<file path="src/common/sac_pkg.sv">
/*
 * Shared constants and carriers of the 8-bit successive-approximation
 * converter control block: register map, fields, timing and structs.
 * Assumes a single 25 MHz system clock and an APB register bus.
 */
package sac_pkg;

	localparam int SAC_CLK_HZ = 25_000_000;
	localparam int SAC_DATA_W = 8;
	localparam int SAC_CH_W = 4;
	localparam int SAC_PIN_W = 16;
	localparam int SAC_EV_W = 2;
	localparam int SAC_ADDR_W = 12;
	localparam int SAC_CONV_TICKS = 12;
	localparam int SAC_SAMPLE_TICKS = 4;
	localparam int SAC_STAB_TIME_NS = 1000;
	localparam int SAC_STAB_CYC =
		(SAC_STAB_TIME_NS * (SAC_CLK_HZ / 1_000_000) + 999) / 1000;

	////////////////////////////////////////////////////////////////////////
	// register indices; byte address is four times the index
	localparam logic [7:0] SAC_RESULT_IDX = 8'h70;
	localparam logic [7:0] SAC_CSR_IDX = 8'h71;
	localparam logic [7:0] SAC_ISTAT_IDX = 8'h72;
	localparam logic [7:0] SAC_ICLR_IDX = 8'h73;
	localparam logic [7:0] SAC_IEN_IDX = 8'h74;
	localparam logic [7:0] SAC_PIN_IDX = 8'h75;
	localparam logic [11:0] SAC_RESULT_ADDR = {2'h0, SAC_RESULT_IDX, 2'h0};
	localparam logic [11:0] SAC_CSR_ADDR = {2'h0, SAC_CSR_IDX, 2'h0};
	localparam logic [11:0] SAC_ISTAT_ADDR = {2'h0, SAC_ISTAT_IDX, 2'h0};
	localparam logic [11:0] SAC_ICLR_ADDR = {2'h0, SAC_ICLR_IDX, 2'h0};
	localparam logic [11:0] SAC_IEN_ADDR = {2'h0, SAC_IEN_IDX, 2'h0};
	localparam logic [11:0] SAC_PIN_ADDR = {2'h0, SAC_PIN_IDX, 2'h0};

	localparam int SAC_DONE_BIT = 7;
	localparam int SAC_ON_BIT = 5;
	localparam int SAC_CH_LSB = 0;
	localparam logic [7:0] SAC_CSR_RESET = 8'h00;
	localparam logic [7:0] SAC_RESULT_RESET = 8'h00;
	localparam logic [7:0] SAC_SAR_FIRST = 8'h80;
	localparam int SAC_EV_DONE = 0;
	localparam int SAC_EV_ABORT = 1;

	typedef enum logic [1:0] {
		SAC_OFF = 2'b00,
		SAC_SAMPLE = 2'b01,
		SAC_CONVERT = 2'b11,
		SAC_STAB = 2'b10
	} sac_state_e;

	typedef struct packed {
		logic psel;
		logic penable;
		logic pwrite;
		logic [SAC_ADDR_W-1:0] paddr;
		logic [31:0] pwdata;
	} sac_apb_req_s;

	typedef struct packed {
		logic pready;
		logic pslverr;
		logic [31:0] prdata;
	} sac_apb_rsp_s;

	typedef struct packed {
		logic power_on;
		logic sample;
		logic [SAC_CH_W-1:0] mux_sel;
		logic [SAC_DATA_W-1:0] dac_code;
	} sac_ana_s;

endpackage : sac_pkg

</file>
<file path="src/design/sac_ctrl.sv">
/*
 * Control logic of an 8-bit successive-approximation converter with
 * APB registers, continuous conversion, halt handling and an interrupt
 * line. Assumes the analog mux, sample/hold, trial DAC and comparator sit
 * outside; cmp_in is high when the held input is at or above dac_code.
 */
// Notes on behaviour
// - each result is an 8-bit value in a readable result register
// - eight approximation steps, one bit each, input isolated meanwhile
// - while on, sampling and approximation repeat with no software help
// - a conversion lasts 12 converter clocks; converter clock is half
// - setting power on starts the first conversion, then runs continuously
// - every conversion end sets the done flag and the done interrupt status bit
// - result holds until the next conversion finishes, then is replaced
// - control write with power on aborts, clears done, restarts; during halt or SAC_STAB it only clears done
// - done clears on result read or control write; not software settable
// - software writes the power-on bit to switch on or off
// - bits 3..0 pick analog input 0 to 15 by binary value
// - input at high reference gives FFh, at low reference gives 00h
// - wait mode has no effect; converter keeps running
// - halt disables converter; a settling interval follows wake-up
// - analog use of a pin leaves its logic level readable
// - control register resets to zero: off, done clear, input 0
module sac_ctrl
	import sac_pkg::*;
#(
	parameter int STAB_CYC = SAC_STAB_CYC
) (
	input wire logic mclk_in,
	input wire logic rst_b_in,
	input wire sac_apb_req_s apb_in,
	output sac_apb_rsp_s apb_out,
	input wire logic cmp_in,
	input wire logic halt_in,
	input wire logic [SAC_PIN_W-1:0] pin_level_in,
	output sac_ana_s ana_out,
	output logic irq_out
);

	localparam int STAB_W = $clog2(STAB_CYC + 1);

	typedef struct packed {
		sac_state_e st;
		logic div;
		logic [3:0] step;
		logic [SAC_DATA_W-1:0] sar;
		logic [SAC_DATA_W-1:0] result;
		logic on;
		logic done;
		logic [SAC_CH_W-1:0] ch;
		logic [SAC_EV_W-1:0] ist;
		logic [SAC_EV_W-1:0] ien;
		logic [SAC_PIN_W-1:0] pins;
		logic [STAB_W-1:0] stab;
		logic evt_done;
		sac_apb_rsp_s rsp;
		sac_ana_s ana;
		logic irq;
	} sac_reg_s;

	logic rst_meta;
	logic rst_sync;
	sac_reg_s s;
	sac_reg_s next_s;
	logic acc;
	logic csr_wr;
	logic res_rd;

	////////////////////////////////////////////////////////////////////////
	// reset release
	always_ff @(posedge mclk_in or negedge rst_b_in) begin
		if (!rst_b_in) begin
			rst_meta <= 1'b0;
			rst_sync <= 1'b0;
		end else begin
			rst_meta <= 1'b1;
			rst_sync <= rst_meta;
		end
	end

	////////////////////////////////////////////////////////////////////////
	// next state
	always_comb begin
		logic [2:0] bitpos;
		logic setup;
		logic wr;
		logic [SAC_DATA_W-1:0] trial;
		next_s = s;
		bitpos = 3'(SAC_CONV_TICKS - 1 - int'(s.step));
		trial = s.sar;
		next_s.rsp.pready = 1'b0;
		next_s.evt_done = 1'b0;
		setup = apb_in.psel & apb_in.penable & ~s.rsp.pready;
		acc = apb_in.psel & apb_in.penable & s.rsp.pready;
		wr = acc & apb_in.pwrite;
		csr_wr = wr && (apb_in.paddr == SAC_CSR_ADDR);
		res_rd = acc && !apb_in.pwrite && (apb_in.paddr == SAC_RESULT_ADDR);

		// bus answer, one wait cycle
		if (setup) begin
			next_s.rsp.pready = 1'b1;
			next_s.rsp.pslverr = 1'b0;
			next_s.rsp.prdata = 32'h0;
			unique case (apb_in.paddr)
				SAC_RESULT_ADDR: next_s.rsp.prdata = {24'h0, s.result};
				SAC_CSR_ADDR: next_s.rsp.prdata =
					{24'h0, s.done, 1'b0, s.on, 1'b0, s.ch};
				SAC_ISTAT_ADDR: next_s.rsp.prdata = {30'h0, s.ist};
				SAC_ICLR_ADDR: next_s.rsp.prdata = 32'h0;
				SAC_IEN_ADDR: next_s.rsp.prdata = {30'h0, s.ien};
				SAC_PIN_ADDR: next_s.rsp.prdata = {16'h0, s.pins};
				default: next_s.rsp.pslverr = 1'b1;
			endcase
		end

		// register writes and read side effects
		if (csr_wr) begin
			next_s.on = apb_in.pwdata[SAC_ON_BIT];
			next_s.ch = apb_in.pwdata[SAC_CH_LSB +: SAC_CH_W];
			next_s.done = 1'b0;
		end
		if (res_rd) begin
			next_s.done = 1'b0;
		end
		if (wr && apb_in.paddr == SAC_ICLR_ADDR) begin
			next_s.ist = s.ist & ~apb_in.pwdata[SAC_EV_W-1:0];
		end
		if (wr && apb_in.paddr == SAC_IEN_ADDR) begin
			next_s.ien = apb_in.pwdata[SAC_EV_W-1:0];
		end
		next_s.pins = pin_level_in;

		// converter sequencing; wait mode is not an input at all
		next_s.div = ~s.div;
		if (s.div) begin
			unique case (s.st)
				SAC_SAMPLE: begin
					next_s.step = s.step + 4'h1;
					if (s.step == 4'(SAC_SAMPLE_TICKS - 1)) begin
						next_s.st = SAC_CONVERT;
						next_s.sar = SAC_SAR_FIRST;
					end
				end
				SAC_CONVERT: begin
					// keep the trial bit only if input is at or above it
					trial[bitpos] = cmp_in;
					if (bitpos != 3'h0) begin
						trial[bitpos - 3'h1] = 1'b1;
					end
					next_s.sar = trial;
					next_s.step = s.step + 4'h1;
					if (s.step == 4'(SAC_CONV_TICKS - 1)) begin
						next_s.result = trial;
						next_s.done = 1'b1;
						next_s.ist[SAC_EV_DONE] = 1'b1;
						next_s.evt_done = 1'b1;
						next_s.st = SAC_SAMPLE;
						next_s.step = 4'h0;
						next_s.sar = '0;
					end
				end
				default: ;
			endcase
		end

		// halt, abort and restart take precedence over sequencing
		if (halt_in) begin
			if (s.on) begin
				next_s.st = SAC_STAB;
				next_s.stab = STAB_W'(STAB_CYC);
			end
		end else if (csr_wr) begin
			if (s.st == SAC_SAMPLE || s.st == SAC_CONVERT) begin
				next_s.ist[SAC_EV_ABORT] = 1'b1;
			end
			if (apb_in.pwdata[SAC_ON_BIT] && s.st != SAC_STAB) begin
				next_s.st = SAC_SAMPLE;
				next_s.step = 4'h0;
				next_s.div = 1'b0;
				next_s.sar = '0;
			end
		end else if (s.st == SAC_STAB) begin
			if (s.stab == '0) begin
				next_s.st = SAC_SAMPLE;
				next_s.step = 4'h0;
				next_s.div = 1'b0;
				next_s.sar = '0;
			end else begin
				next_s.stab = s.stab - STAB_W'(1);
			end
		end
		if (!next_s.on) begin
			next_s.st = SAC_OFF;
			next_s.sar = '0;
		end

		// registered outputs
		next_s.ana.power_on = next_s.on & ~halt_in;
		next_s.ana.sample = (next_s.st == SAC_SAMPLE);
		next_s.ana.mux_sel = next_s.ch;
		next_s.ana.dac_code = next_s.sar;
		next_s.irq = |(next_s.ist & next_s.ien);
	end

	always_ff @(posedge mclk_in or negedge rst_sync) begin
		if (!rst_sync) begin
			s <= '0;
			s.result <= SAC_RESULT_RESET;
			{s.done, s.on, s.ch} <= {SAC_CSR_RESET[7], SAC_CSR_RESET[5],
				SAC_CSR_RESET[3:0]};
			s.st <= SAC_OFF;
		end else begin
			s <= next_s;
		end
	end

	assign apb_out = s.rsp;
	assign ana_out = s.ana;
	assign irq_out = s.irq;

	////////////////////////////////////////////////////////////////////////
	// checks
	logic [4:0] per_cnt;
	logic per_vld;

	always_ff @(posedge mclk_in or negedge rst_sync) begin
		if (!rst_sync) begin
			per_cnt <= 5'h0;
			per_vld <= 1'b0;
		end else if (s.evt_done) begin
			per_cnt <= 5'h0;
			per_vld <= 1'b1;
		end else if (halt_in || csr_wr) begin
			per_vld <= 1'b0;
		end else begin
			per_cnt <= per_cnt + 5'h1;
		end
	end
endmodule : sac_ctrl

</file>
<file path="config.mk">
export PLATFORM = sky130hd
export DESIGN_NAME = sac_ctrl
export DESIGN_NICKNAME = d
export VERILOG_FILES = /design/src/common/sac_pkg.sv /design/src/design/sac_ctrl.sv
export SDC_FILE = /design/constraint.sdc
export NUM_CORES = 1
export LEC_CHECK = 0
export BUFFER_PORTS_ARGS = -buffer_cell sky130_fd_sc_hd__buf_2
export CORE_ASPECT_RATIO = 0.9
export CORE_MARGIN = 8
export CORE_UTILIZATION = 53
export CTS_BUF_LIST = sky130_fd_sc_hd__clkbuf_2 sky130_fd_sc_hd__clkbuf_4 sky130_fd_sc_hd__clkbuf_8
export DETAILED_ROUTE_END_ITERATION = 8
export PLACE_DENSITY = 0.93
export SYNTH_ARGS = -nofsm -noshare
export SYNTH_HDL_FRONTEND = slang
export SYNTH_SLANG_ARGS = --single-unit
</file>
<file path="constraint.sdc">
create_clock -name mclk_in -period 2.8 [get_ports mclk_in]
set_input_delay 0 -clock mclk_in [delete_from_list [all_inputs] [get_ports mclk_in]]
set_output_delay 0 -clock mclk_in [all_outputs]
set_load 0.01 [all_outputs]
</file>
Word level (Yosys, flattened, before mapping)
Index checks and enable logic that the tools add are counted.

cells by class
  add/sub/neg operators = 4
  $mul = 0
  div/mod/pow operators = 0
  magnitude comparators = 4
  equality and inequality tests = 16
  shift operators = 0
  mux-type cells = 45
  bitwise logic cells = 12
  reduce and logical (&&, ||, !) cells = 17

operators with widths
  kind                 number
  $pmux 16 s5          1
  $eq 12x9->1 const B  6
  $mux 15              4
  $mux 20              2
  $mux 34              1
  $mux 8               4
  $mux 5               5
  $pmux 12 s2          1
  $mux 2               8
  $mux 1               13
  $mux 13              1
  $bwmux 8             1
  $logic_and 1x1->1    8
  $lt 3x4->1 const B   2
  $or 8x8->8           1
  $demux 1 s3          2
  $ge 3x1->1 const B   2
  $mux 6               1
  $ne 2x2->1 const B   3
  $reduce_or 6->1      1
  $and 1x1->1          5
  $logic_not 5->1      1
  $sub 5x1->5 const B  1
  $add 4x1->4 const B  1
  other kinds (18)     23

word-level totals
  bits in registers = 93
  bits in latches = 0
  RAM bits = 0
  bits in read-only memories = 0
  bits of input ports = 67
  output and inout port bits = 49
  logic and storage cells = 118
  memories kept = 0

Depth between registers and ports, before layout
Gate-level depths: netlist of run 1.

  depth in word-level cells = 17
  mapped depth = 8
  gate-level depth less buffers = 7

Least setup slack after synthesis of run 1
OpenSTA, ideal clock, no wires.

  path type = register to register
  from = reg s[50] (netlist bit)
  to = reg s, in the netlist ana_out[7]
  library setup time = 0.137 ns
  arrival = 1.634 ns
  data required time = 2.663 ns
  slack = 1.029 ns
  stages on the path, launching flop included = 9
  path buffers = 1
  clock period less this slack = 1.771 ns
  cells stage by stage = dfrtp_1 inv_1 ha_1 nor4b_1 nand3b_1 a21oi_1 a221o_1 buf_4 a311oi_2

RTL lines
  item                      line             text
  start: declaration        sac_ctrl.sv:63   sac_reg_s s;
  start signal: assignment  sac_ctrl.sv:213  s <= next_s;

==> out/metrics.yaml, run 1 <==
die_area_sq_um: 10300
dp.final_hpwl_microns: 6700
setup_viol: 0
synth_async_sr_flop_share: 1.00
grt_pass1_wl_microns: 16100
synth_warnings: 0
syn_to_final_growth_pct: 15.1
syn_area_sq_um: 3870
p_total_w: 0.00215
grt_usage: 0.195
combPwrFrac: 0.072
dp.cells: 499
cellPowerDensity_nw_per_um2: 483
die_w_microns: 106
fin_cells: 540
grt_pass1_vias: 3160
arrival_ns: 2.57
wire_per_inst_microns: 18.3
synth_compound_area_frac: 0.143
drt_first_pass_iters: 8
synthCells: 378
synth.avg_cell_area_sq_um: 10.2
htreeDepth: 3
ys_seq_elements: 77
final_area_sq_um: 4460
critPathLaunchType: "flop"
p_int_w: 0.00161
maxCapViolations: 0
cts_resized: 0
final_max_slew_viol_count: 0
fin_crit_sh: 0.823
fp.dieH_microns: 97.1
synth_top_cell_area_share: 0.498
synth.area.top_cells: "dfrtp_1 (50%), buf_4 (9.5%), nand2_1 (3.9%)"
p_switching_w: 0.000538
avgViaCountPerCell: 5.77
end_kind: "flop"
synth-simple-area-share: 0.170
critical_path_class: "reg2reg"
yosysTopAreaCell: "dfrtp_1"
fin_skew_ns: 0.0104
relSlewSlack: 0.628
cts_buffer_depth: 2
layout_min_cycle_time_ns: 2.30
grt_overflow: 0
final_nets: 513
num_rows: 29
cts-root-buf: "clkbuf_8"
core_sq_um: 7080
hold_viol: 0
switching_share: 0.250
diodes: 0
ioPinCount: 116
clkLatencyLatePin_ns: 0.37
drive_gt1_frac: 0.266
vias: 3115
synth_cell_types: 62
grt_max_degree: 29
place_congestion: 0.882
cts_inserted_buffers: 9
p_seq_frac: 0.533
min_from: "apb_in[35]"
synthMuxAreaShare: 0.0511
synth-adder-area-share: 0.0129
tightest_slew_ns: 0.558
reg2reg_slack_ns: 0.50
critPathMaxFanout: 18
yosysMostFrequentCell: "dfrtp_1"
p_clk_frac: 0.395
max_freq_mhz: 434
drt_iter0_markers: 288
setup_ws_ns: 0.496
port_buffers: 72
outcome: "completed"
clock-sinks: 77
clkTransAtPathRegs_ns: 0.08
ys_seq_area_frac: 0.498
r2r-end: "ana_out[7]"
synth_xor_area_frac: 0.00679
synth_top_family_by_area: "simple AND/OR/NAND/NOR gates"
rsz0062_at_grt: "false"
cts_tree: "built"
peakVddDrop_mv: 0.445
synth_flop_cell: "dfrtp_1"
drt_wl_total_microns: 9880
placed_area_sq_um: 4010
drc: 0
synth_edf_count: 0
antenna_found_initial: 0
p_leak_nw: 2.15
final.setup.tns_ns: 0
cp-startpoint: "s[97]"
required_ns: 3.07
pre_cts_ws_ns: 0.627
timing.rr.start: "s[97]"
route.antenna.remaining_nets: 0
start_util: 0.547
whs_endpoint: "apb_out[32]"
worst_r2r_path_depth: 7
hp-class: "in2reg"
hold-path-cell-count: 3
ys_top_cells_by_count: "dfrtp_1 (77), buf_4 (49), nand2_1 (40)"
[cells by family (layout without fill, tap and decap cells)]
logic type | Yosys count | count (layout)
multiplexers | 17 | 17
buffers and inverters | 71 | 125
other | 2 | 17
adder cells (fa/ha/maj) | 4 | 4
AO/OA/AOI/OAI | 82 | 82
flip-flops | 77 | 77
XOR/XNOR | 3 | 3
AND/OR/NAND/NOR | 122 | 122
[worst max-delay path: stages, from the launching register on]
cell and delay [ns]:
dfrtp_1 0.70, ha_1 0.32, ha_1 0.30, nor3_1 0.32, a21oi_1 0.12, nor2_1 0.12, a21oi_1 0.07, a311oi_2 0.26
[layout by cell type (no fill, tap or decap), drive strengths merged, types with 3 or more instances in the layout]
cell type	instances
a21oi	15
nor2b	3
dfrtp	77
conb	17
or3b	3
nor2	26
and3	6
o31ai	7
nor3	10
mux2	12
nand2	40
dlygate4sd3	25
ha	4
mux2i	4
buf	75
and2	3
nand3	6
nor3b	3
nand2b	4
inv	11
a22o	9
clkbuf	9
o21ai	20
a22oi	16
[layout make-up]
cell class	instances	area, sq um
Clock buffer	9	124
Clock inverter	7	72.6
Fill cell	553	2620
Inverter	9	33.8
Multi-Input combinational cell	245	1550
Sequential cell	77	1930
Tap cell	93	116
Timing Repair Buffer	100	633
[worst max path at each step]
stage	to	slack, ns	cells after the start
finish	ana_out[7]	0.50	7
global route	ana_out[7]	0.27	7
CTS	ana_out[7]	0.57	7
detailed placement	s[81]	0.63	6
global placement	ana_out[7]	0.71	7
floorplan	ana_out[0]	0.50	0
[state kept, by name (all words and copies together), names as in the netlist]
register,cells
rst_sync,1
s,42
ana_out,14
apb_out,18
rst_meta,1
irq_out,1
[power groups by stage]
stage | combinational (W) | sequential, W | clock [W]
after floorplan | 0.0000811 | 0.00117 | 0
final | 0.000156 | 0.00115 | 0.000850
after global placement | 0.000118 | 0.00117 | 0
after global routing | 0.000171 | 0.00115 | 0.000896
after CTS | 0.000153 | 0.00115 | 0.000847
after detailed placement | 0.000126 | 0.00117 | 0
[layer usage]
layer / GRT usage / up-vias / wire (microns)
met3: 0.0710 / 29 / 1020
met4: 0.0703 / 0 / 314
li1: - / 1403 / -
met1: 0.229 / 1505 / 3750
met5: 0 / - / 0
met2: 0.318 / 178 / 4790
[per-stage QoR]
| stage | util | hold slack [ns] |
|---|---|---|
| floorplan | - | -0.296 |
| global placement | 0.567 | -0.215 |
| detailed placement | 0.567 | -0.212 |
| CTS | 0.630 | 0.00965 |
| global route | 0.630 | 0.0124 |
| finish | 0.630 | 0.00954 |
[timing repair]
item / 4_1_cts / 5_1_grt
buffers inserted: 0 / 0
hold buffers: 25 / 0
hold endpoints to repair: 26 / 0
Power figures use the tool's default switching activity.
==> inputs of run 2 (changes only) <==
Settings changed: CORE_UTILIZATION 53 to 48, PLACE_DENSITY 0.93 to 0.89.
Clock period 2.8 ns to 2.1 ns, I/O delays scaled along.
==> out/metrics.yaml, run 2 (synthesized netlist as in run 1, its figures left out) <==
route.antenna.remaining_nets: 0  # unchanged
hold-path-cell-count: 3  # unchanged
rsz0062_at_grt: "false"
clkTransAtPathRegs_ns: 0.08  # about the same
fin_crit_sh: 0.939  # +0.116
final_common_cell: "dfrtp_1"
reg2reg_slack_ns: 0.13  # -0.37 ns
largest_reg_flops: 42  # unchanged
dp.cells: 513  # +2.8%
cts_inserted_buffers: 9  # unchanged
p_switching_w: 0.000616  # +14%
dp.final_hpwl_microns: 6640  # -0.99%
clock-sinks: 77  # unchanged
combPwrFrac: 0.077  # +0.005
port_buffers: 72  # unchanged
vias: 3020  # -3.0%
grt_pass1_vias: 3039  # -3.8%
required_ns: 2.37  # -0.70 ns
end_kind: "flop"
clkLatencyLatePin_ns: 0.34  # -0.03 ns
max_freq_mhz: 507  # +17%
critPathBufInv: 0  # unchanged
grt_max_degree: 76  # +160%
fin_cells: 552  # +2.2%
drt_iter0_markers: 243  # -16%
grt_overflow: 0  # unchanged
final_max_slew_viol_count: 0  # unchanged
fp.dieH_microns: 101  # +4.2%
drive_gt1_frac: 0.278  # +0.0119
arrival_ns: 2.24  # -0.33 ns
cellPowerDensity_nw_per_um2: 621  # +29%
grt_usage: 0.167  # -0.0279
die_area_sq_um: 11200  # +8.7%
final.setup.tns_ns: 0  # unchanged
fill_cells: 660  # +19%
slowest_stage: "o21ai_0"
hp-class: "in2reg"
p_int_w: 0.00220  # +36%
diodes: 0  # unchanged
grt_pass1_wl_microns: 15200  # -5.2%
hold_viol: 0  # unchanged
maxCapViolations: 0  # unchanged
crit_family: "adder cells"
path_depth: 7  # unchanged
seqCellArea_sq_um: 1930  # unchanged
relSlewSlack: 0.672  # +0.0438
wire_per_inst_microns: 16.7  # -8.7%
critPathMaxFanout: 5  # -13
tightest_slew_ns: 0.487  # -0.0708 ns
max_stage_delay_ns: 0.40  # -0.30 ns
layout_min_cycle_time_ns: 1.97  # -0.333 ns
fin_skew_ns: 0.0104  # +0.0000227 ns
cts_setup_buffers: 0  # unchanged
antenna_found_initial: 0  # unchanged
core_sq_um: 7950  # +12%
htreeDepth: 3  # unchanged
outcome: "completed"
die_w_microns: 111  # +4.3%
p_seq_frac: 0.541  # +0.008
critical_path_class: "reg2reg"
drc: 0  # unchanged
critPathLaunchType: "flop"
worst_r2r_path_depth: 7  # unchanged
setup_viol: 0  # unchanged
p_clk_frac: 0.382  # -0.013
drt_first_pass_iters: 5  # -3
cts_buffer_depth: 2  # unchanged
cts_tree: "built"
max_flop_register: "s"
start_util: 0.487  # -0.0603
drt_wl_total_microns: 9220  # -6.7%
peakVddDrop_mv: 0.780  # +75%
num_rows: 31  # +6.9%
final_nets: 521  # +1.6%
ioPinCount: 116  # unchanged
path_cells: "ha_1 -> ha_1 -> and3b_1 -> nor2_1 -> o21ai_0 -> a22oi_1 -> nor2_1"
final_cell_mix: "dfrtp_1 (76), buf_2 (72), nand2_1 (40)"
place_congestion: 0.846  # -4.0%
p_total_w: 0.00281  # +31%
multi_input_area_sq_um: 1550  # about the same
avgViaCountPerCell: 5.47  # -5.2%
switching_share: 0.219  # -0.0312
p_leak_nw: 2.19  # +2.1%
cts-root-buf: "clkbuf_8"
syn_to_final_growth_pct: 17.0
run 2: metrics by stage:
step	instance area, sq um	worst slack [ns]	utilization	hold WS [ns]
2_1_floorplan	3930	0.329	-	-0.296
3_3_place_gp	4090	0.219	0.514	-0.215
3_5_place_dp	4090	0.130	0.514	-0.214
4_1_cts	4530	0.0912	0.569	0.00380
5_1_grt	4530	0.0399	0.570	0.0282
6_report	4530	0.129	0.570	0.0223
run 2: final cells by class:
cell class | instances | area share
clock inverter | 2 | 0.00773
tap | 99 | 0.0273
inverter | 9 | 0.00746
sequential | 77 | 0.426
multi-input combinational | 245 | 0.342
clock buffer | 12 | 0.0337
timing repair buffer | 108 | 0.156
run 2: worst paths after layout:
check	endpoint	startpoint
max in group asynchronous	rst_sync	rst_b_in
max reg2reg	ana_out[0]	s[97]
min reg2reg	s[65]	rst_sync
min in group asynchronous	s[65]	rst_sync
max	ana_out[0]	s[97]
min	apb_out[32]	apb_in[35]
run 2: routing by layer:
metal	share of wire	GRT usage	vias up
met5	0	0	-
met4	0.010	0.0477	0
met3	0.084	0.0551	11
met2	0.49	0.278	140
met1	0.42	0.203	1455
li1	-	-	1414
run 2: timing repair:
action,CTS,global route
setup endpoints to repair,0,9
hold buffers,25,0
gates resized for setup,0,1
endpoints found under the hold margin,26,0
run 2: power groups by stage:
stage / logic [W] / registers [W] / clock network, W
global placement: 0.000172 / 0.00155 / 0
floorplan: 0.000108 / 0.00156 / 0
global route: 0.000242 / 0.00152 / 0.00114
detailed placement: 0.000178 / 0.00155 / 0
CTS: 0.000214 / 0.00152 / 0.00110
finish: 0.000217 / 0.00152 / 0.00108
run 2: worst reg2reg max path: stages, from the launching register on:
cell,delay (ns)
dfrtp_1,0.39
ha_1,0.25
ha_1,0.36
and3b_1,0.22
nor2_1,0.05
o21ai_0,0.40
a22oi_1,0.13
nor2_1,0.11
